File: src/verilog/ipc_pkg.sv
package ipc_pkg;

    localparam int CLK_HZ = 25_000_000;
    localparam int NCH = 4;
    localparam int PEAK_W = 16;

    // Microsecond time base
    localparam int US_CYCLES = CLK_HZ / 1_000_000;
    localparam int US_W = 5;
    localparam logic [US_W-1:0] US_LAST = US_W'(US_CYCLES - 1);

    // Peak time refresh interval
    localparam int UPDATE_US = 200;
    localparam int UPD_W = 8;
    localparam logic [UPD_W-1:0] UPD_LAST = UPD_W'(UPDATE_US - 1);

    // Length of the rise rate check at event start
    localparam int RISE_WINDOW_US = 20;
    localparam int WIN_W = 5;
    localparam logic [WIN_W-1:0] WIN_LOAD = WIN_W'(RISE_WINDOW_US);

    localparam logic [PEAK_W-1:0] PEAK_RESET = 16'h0000;

    // Gray order along idle -> peak -> hold
    typedef enum logic [1:0]
    {
        IPC_IDLE = 2'b00,
        IPC_PEAK = 2'b01,
        IPC_HOLD = 2'b11
    } ipc_phase_t;

    // Comparator and sense lines from the analogue stage, one bit per channel
    typedef struct packed
    {
        logic [NCH-1:0] at_peak;
        logic [NCH-1:0] at_hold;
        logic [NCH-1:0] rise_fast;
        logic [NCH-1:0] over_cur;
    } ipc_sense_t;

    typedef struct packed
    {
        ipc_phase_t phase;
        logic [PEAK_W-1:0] peak_cnt;
        logic [WIN_W-1:0] win_cnt;
        logic cmd_prev;
        logic reached;
        logic short_flag;
        logic open_flag;
        logic drive;
        logic target_peak;
        logic chop;
    } ipc_chan_t;

    typedef struct packed
    {
        ipc_chan_t [NCH-1:0] ch;
        logic [US_W-1:0] us_div;
        logic [UPD_W-1:0] upd_cnt;
        logic [PEAK_W-1:0] peak_time;
        logic upd_pulse;
    } ipc_state_t;

endpackage : ipc_pkg

File: src/verilog/ipc_injector_peak_hold_ctrl.sv
`timescale 1ns/10ps
// Functional notes
// - Four channels, each timed and run independently
// - Event start regulates at peak for peak time
// - After peak time, hold level until event end
// - Peak time taken up every 200 us
// - No level reached in event: report open
// - Fast rise at event start sets short
// - Short flag keeps channel disabled until cleared
// - Short checked continuously later in event
// - Short clear ignored while event commanded
// - Same logic for high and low impedance
// - Nonzero peak time always targets peak level
// - Peak time expiry, not reaching hold level, starts hold regulation
module ipc_injector_peak_hold_ctrl
(
    // Clock and reset
    input wire logic clock_in,
    input wire logic rst_in,
    // Host commands, same clock domain
    input wire logic [ipc_pkg::NCH-1:0] inject_cmd_in,
    input wire logic [ipc_pkg::PEAK_W-1:0] peak_time_in,
    input wire logic [ipc_pkg::NCH-1:0] short_clear_in,
    input wire logic [ipc_pkg::NCH-1:0] open_clear_in,
    // Analogue stage sense lines
    input wire ipc_pkg::ipc_sense_t sense_in,
    // Driver controls
    output logic [ipc_pkg::NCH-1:0] drive_on_out,
    output logic [ipc_pkg::NCH-1:0] target_peak_out,
    output logic [ipc_pkg::NCH-1:0] chop_out,
    // Status
    output logic [ipc_pkg::NCH-1:0] short_flag_out,
    output logic [ipc_pkg::NCH-1:0] open_flag_out,
    output logic [ipc_pkg::PEAK_W-1:0] peak_time_out,
    output logic peak_update_out
);

    ipc_pkg::ipc_state_t s;
    ipc_pkg::ipc_state_t next_s;
    ipc_pkg::ipc_sense_t sense;

    logic [$bits(ipc_pkg::ipc_sense_t)-1:0] sense_sync;

    ipc_sync
    #(
        .W($bits(ipc_pkg::ipc_sense_t))
    )
    u_sync
    (
        .clock_in(clock_in),
        .rst_in(rst_in),
        .async_in(sense_in),
        .sync_out(sense_sync)
    );

    assign sense = ipc_pkg::ipc_sense_t'(sense_sync);

    always_comb
    begin
        logic tick;
        logic cmd;
        logic start;
        logic hit;
        logic short_set;
        logic open_set;
        ipc_pkg::ipc_chan_t c;
        tick = 1'b0;
        cmd = 1'b0;
        start = 1'b0;
        hit = 1'b0;
        short_set = 1'b0;
        open_set = 1'b0;
        c = '0;
        next_s = s;
        next_s.upd_pulse = 1'b0;

        // Microsecond tick shared by all channels
        tick = (s.us_div == ipc_pkg::US_LAST);
        next_s.us_div = tick ? '0 : s.us_div + 1'b1;

        // Fixed-interval take-up of the requested peak time
        if (tick)
        begin
            if (s.upd_cnt == ipc_pkg::UPD_LAST)
            begin
                next_s.upd_cnt = '0;
                next_s.peak_time = peak_time_in;
                next_s.upd_pulse = 1'b1;
            end
            else
            begin
                next_s.upd_cnt = s.upd_cnt + 1'b1;
            end
        end

        // Each channel evolves from its own command alone
        for (int i = 0; i < ipc_pkg::NCH; i++)
        begin
            c = s.ch[i];
            cmd = inject_cmd_in[i];
            start = cmd && !s.ch[i].cmd_prev;
            c.cmd_prev = cmd;
            hit = sense.at_peak[i] || sense.at_hold[i];
            short_set = 1'b0;
            open_set = 1'b0;
            case (s.ch[i].phase)
                ipc_pkg::IPC_IDLE:
                begin
                    // A shorted channel refuses new events
                    if (start && !s.ch[i].short_flag)
                    begin
                        // No impedance setting: zero peak time goes to hold directly
                        c.phase = (s.peak_time != ipc_pkg::PEAK_RESET) ?
                            ipc_pkg::IPC_PEAK : ipc_pkg::IPC_HOLD;
                        c.peak_cnt = s.peak_time;
                        c.win_cnt = ipc_pkg::WIN_LOAD;
                        c.reached = 1'b0;
                    end
                end
                ipc_pkg::IPC_PEAK, ipc_pkg::IPC_HOLD:
                begin
                    if (tick && s.ch[i].win_cnt != '0)
                    begin
                        c.win_cnt = s.ch[i].win_cnt - 1'b1;
                    end
                    if (s.ch[i].phase == ipc_pkg::IPC_PEAK && tick)
                    begin
                        if (s.ch[i].peak_cnt <= 16'h0001)
                        begin
                            c.phase = ipc_pkg::IPC_HOLD;
                        end
                        else
                        begin
                            c.peak_cnt = s.ch[i].peak_cnt - 1'b1;
                        end
                    end
                    if (hit)
                    begin
                        c.reached = 1'b1;
                    end
                    if (s.ch[i].win_cnt != '0)
                    begin
                        short_set = sense.rise_fast[i];
                    end
                    else
                    begin
                        short_set = sense.over_cur[i];
                    end
                    if (short_set)
                    begin
                        c.phase = ipc_pkg::IPC_IDLE;
                    end
                    else if (!cmd)
                    begin
                        c.phase = ipc_pkg::IPC_IDLE;
                        open_set = !(s.ch[i].reached || hit);
                    end
                end
                default:
                begin
                    c.phase = ipc_pkg::IPC_IDLE;
                end
            endcase

            // Set wins over clear; short clear refused while commanded
            if (short_set)
            begin
                c.short_flag = 1'b1;
            end
            else if (short_clear_in[i] && !cmd)
            begin
                c.short_flag = 1'b0;
            end
            if (open_set)
            begin
                c.open_flag = 1'b1;
            end
            else if (open_clear_in[i])
            begin
                c.open_flag = 1'b0;
            end

            // Open flag plays no part in enabling the drive
            c.drive = (c.phase != ipc_pkg::IPC_IDLE);
            c.target_peak = (c.phase == ipc_pkg::IPC_PEAK);
            // Chop when the present target level is reached
            c.chop = c.drive &&
                (c.target_peak ? sense.at_peak[i] : sense.at_hold[i]);
            next_s.ch[i] = c;
        end
    end

    always_ff @(posedge clock_in or posedge rst_in)
    begin
        if (rst_in)
        begin
            s <= '0;
        end
        else
        begin
            s <= next_s;
        end
    end

    always_comb
    begin
        for (int i = 0; i < ipc_pkg::NCH; i++)
        begin
            drive_on_out[i] = s.ch[i].drive;
            target_peak_out[i] = s.ch[i].target_peak;
            chop_out[i] = s.ch[i].chop;
            short_flag_out[i] = s.ch[i].short_flag;
            open_flag_out[i] = s.ch[i].open_flag;
        end
    end

    assign peak_time_out = s.peak_time;
    assign peak_update_out = s.upd_pulse;

endmodule : ipc_injector_peak_hold_ctrl

File: src/verilog/ipc_sync.sv
`timescale 1ns/10ps
module ipc_sync
#(
    parameter int W = 16
)
(
    // Clock and reset
    input wire logic clock_in,
    input wire logic rst_in,
    // Asynchronous lines and their synchronised copies
    input wire logic [W-1:0] async_in,
    output logic [W-1:0] sync_out
);

    typedef struct packed
    {
        logic [W-1:0] first;
        logic [W-1:0] second;
    } ipc_sync_state_t;

    ipc_sync_state_t s;
    ipc_sync_state_t next_s;

    // First stage feeds only the second stage
    always_comb
    begin
        next_s.first = async_in;
        next_s.second = s.first;
    end

    always_ff @(posedge clock_in or posedge rst_in)
    begin
        if (rst_in)
        begin
            s <= '0;
        end
        else
        begin
            s <= next_s;
        end
    end

    assign sync_out = s.second;

endmodule : ipc_sync

File: config.mk
export PLATFORM = sky130hd
export DESIGN_NAME = ipc_injector_peak_hold_ctrl
export DESIGN_NICKNAME = d
export VERILOG_FILES = /design/src/verilog/ipc_pkg.sv /design/src/verilog/ipc_injector_peak_hold_ctrl.sv /design/src/verilog/ipc_sync.sv
export SDC_FILE = /design/constraint.sdc
export NUM_CORES = 1
export LEC_CHECK = 0
export ABC_AREA = 0
export BUFFER_PORTS_ARGS = -buffer_cell sky130_fd_sc_hd__buf_2
export CAP_MARGIN = 25
export CORE_ASPECT_RATIO = 0.6
export CORE_MARGIN = 3
export CORE_UTILIZATION = 40
export CTS_CLUSTER_SIZE = 28
export DETAILED_ROUTE_END_ITERATION = 8
export HOLD_SLACK_MARGIN = 0.02
export SETUP_SLACK_MARGIN = 0.4
export SLEW_MARGIN = 25
export SYNTH_ARGS = -nofsm -noshare
export SYNTH_HDL_FRONTEND = slang
export SYNTH_SLANG_ARGS = --single-unit
File: constraint.sdc
create_clock -name clock_in -period 7.1 [get_ports clock_in]
set_input_delay 0 -clock clock_in [delete_from_list [all_inputs] [get_ports clock_in]]
set_output_delay 0 -clock clock_in [all_outputs]
set_load 0.05 [all_outputs]
==> impl_metrics.yaml <==
run_status:
  status: "complete, no violations"
global_route:
  grt_max_degree: 112
  antenna_found_initial: 0
  first_global_vias: 6960
  grt_pass1_wl_um: 38770
  grt_use_total: 0.1999
  gr-total-overflow: 0
worst_hold_path:
  min_path_type: "input port to flop"
floorplan:
  fp.coreArea_mm2: 0.02228
  pin_count: 83
  fp.dieH_um: 123.4
  dieArea_mm2: 0.02487
  start_util: 0.4121
  placementRows: 42
  fp.dieW_um: 201.6
yosys:
  synth_area_mm2: 0.009183
  ys_top_cells_by_count: "182 x dfrtp_1, 94 x o21ai_0, 67 x nor2_1"
  synth_edf_count: 0
  ys_ff_latch: 182
  synthesis.nets: 986
  synth_area_per_cell_um2: 9.927
  synthCells: 925
  synth.most_common_cell: "dfrtp_1"
  ys_types: 73
  synth_top_area_cell: "dfrtp_1"
  ys_async_sr_fraction: 1.000
  yosys_most_used_dff: "dfrtp_1"
  seq_area_frac_synth: 0.4960
  synth_area_leaders: "dfrtp_1 50%, o21ai_0 5.1%, buf_4 3.0%"
  netlist.area_leader.share: 0.4960
  yosysWarnings: 0
placement:
  hpwl_um: 15990
  placedInstanceArea_mm2: 0.009590
  port_buffers: 82
  place.gp.congestion: 0.8519
worst_setup_path:
  cp-start-kind: "flop"
  endpoint_kind: "flop"
  arrival_ns: 3.42
  crit_chain: "inv_1, ha_1, nand4b_4, or3_1, a21oi_2, or2_1, a41oi_1"
  critPathKind: "flop to flop"
  crit_path_top_delay_cell: "a21oi_2"
  cp_slowest_stage_delay_ns: 0.74
  cp.required_ns: 7.40
  cp_max_fo: 18
sta:
  min_period_ns: 3.114
  timing_hold_violations_final: 0
  rsz0062_at_grt: "no"
  fin_worst_skew_ns: 0.008709
  setup_tns_ns: 0
  setup_viol: 0
  fmax_ghz: 0.3211
  post-route-period-util: 0.4386
  tightest_slew_ns: 1.030
  drv_slew: 0
  slew-limit-headroom: 0.3106
finish:
  stdcell_area_mm2: 0.01071
  nFillCells: 2106
  area_delta_synth_final_pct: 16.68
  n_antenna_cell: 0
  layout-drive-gt1-share: 0.1652
  nets: 1066
clock_network:
  root_buffer: "clkbuf_16"
  h-tree-depth: 4
  clock_sinks: 182
  worstSkewPairLatency_ns: 0.44
  postCtsSetupBuffers: 0
  clk_pin_slew_ns: 0.07
  tritoncts: "done"
  cts_buffer_depth: 2
  cts_buffers: 17
power_and_ir_drop:
  p_leak_nw: 4.697
  seqPwrFrac: 0.402
  peakVddDrop_mv: 0.1652
  p_switching_mw: 0.9729
  powerDensity_mw_per_mm2: 272.2
  netSwitchingFraction: 0.3336
  intPower_mw: 1.944
  p_clk_frac: 0.349
  finalPower_mw: 2.917
  comb_power_share: 0.249
drt:
  routedWlPerCell_um: 18.10
  ant_nets: 0
  dr.pass1.iters: 7
  drt_wl_total_um: 23980
  drt_iter0_markers: 696
  drc: 0
  dr_total_vias: 7449
  via_per_inst: 5.622
flow_run:
  max-cap-violations: 0
-- layout make-up --
cell class                 instances  area [um2]  area share
clock buffer                      17       425.4     0.03971
clock inverter                    14       198.9     0.01857
inverter                          44       172.7     0.01612
multi-input combinational        622        4020      0.3752
sequential                       182        4554      0.4251
tap                              308       385.4     0.03597
timing repair buffer             138       957.2     0.08934
-- stage by stage --
step,hold slack (ns),util,std cells,setup slack [ns]
after floorplan,0.03143,-,925,2.156
after global placement,0.1074,0.4302,1245,4.130
after detailed placement,0.1093,0.4304,1245,4.063
after CTS,0.1662,0.4805,1325,4.053
after global routing,0.1779,0.4809,1325,3.759
final,0.1972,0.4809,1325,3.986
-- power groups by stage --
| stage | logic [mW] | clock network, mW | registers, mW |
|---|---|---|---|
| after floorplan | 0.574 | 0 | 1.17 |
| after detailed placement | 0.697 | 0 | 1.19 |
| after global placement | 0.692 | 0 | 1.19 |
| after CTS | 0.719 | 1.04 | 1.17 |
| final | 0.725 | 1.02 | 1.17 |
| after global routing | 0.812 | 1.09 | 1.18 |
-- state kept, by name (all words and copies together) (netlist names) --
signal           cells
s                  113
peak_time_out       16
u_sync.sync_out     16
target_peak_out      4
peak_update_out      1
open_flag_out        4
u_sync.next_s       16
chop_out             4
drive_on_out         4
short_flag_out       4
-- routing by layer --
| metal | global-route usage | up-vias | share of wire |
|---|---|---|---|
| met5 | 0 | - | 0 |
| met4 | 0.06487 | 0 | 0.017 |
| met3 | 0.05604 | 28 | 0.069 |
| met2 | 0.2621 | 258 | 0.40 |
| met1 | 0.3120 | 3637 | 0.51 |
| li1 | - | 3526 | - |
-- cells in the final DEF (no fill, tap or decap), drive strengths merged, types with 32 or more instances in the layout --
cell type | synthesis | layout
dfrtp | 182 | 182
o21ai | 95 | 95
buf | 49 | 89
nor2 | 70 | 70
nand2 | 59 | 59
a21oi | 51 | 51
dlygate4sd3 | 0 | 49
inv | 44 | 48
nor3 | 39 | 39
nand3 | 32 | 32
-- path summary, 6_finish.rpt --
path                                   start                  end  slack (ns)  cells after the start
max                                    s[25]                s[84]        3.99                      7
min in group asynchronous             rst_in   target_peak_out[0]        0.25                      3
min reg2reg                u_sync.next_s[15]  u_sync.sync_out[15]        0.35                      0
max in group asynchronous             rst_in               s[135]        5.68                      4
min                             sense_in[10]    u_sync.next_s[10]        0.20                      2
max reg2reg                            s[25]                s[84]        3.99                      7
-- cell families after synthesis --
kind of cell | Yosys count | share of synthesized area
compound gates | 266 | 0.1910
mux | 29 | 0.03393
fa+ha+maj | 15 | 0.02044
buf+inv | 121 | 0.06827
simple gates | 297 | 0.1760
flops | 182 | 0.4960
xor+xnor | 15 | 0.01431
-- what timing repair did --
item,in CTS,in global routing
hold endpoints to repair,158,0
gates resized for setup,0,0
hold buffers,49,0
-- critical path, delay by kind of cell (launching register included) --
kind	cells	cell delay, ns
adder cells (fa/ha/maj)	1	0.22
AND/OR/NAND/NOR	3	1.37
flip-flops	1	0.41
buffers and inverters	1	0.07
AO/OA/AOI/OAI	2	0.89
Note: power is estimated with default switching activity, not from simulation.
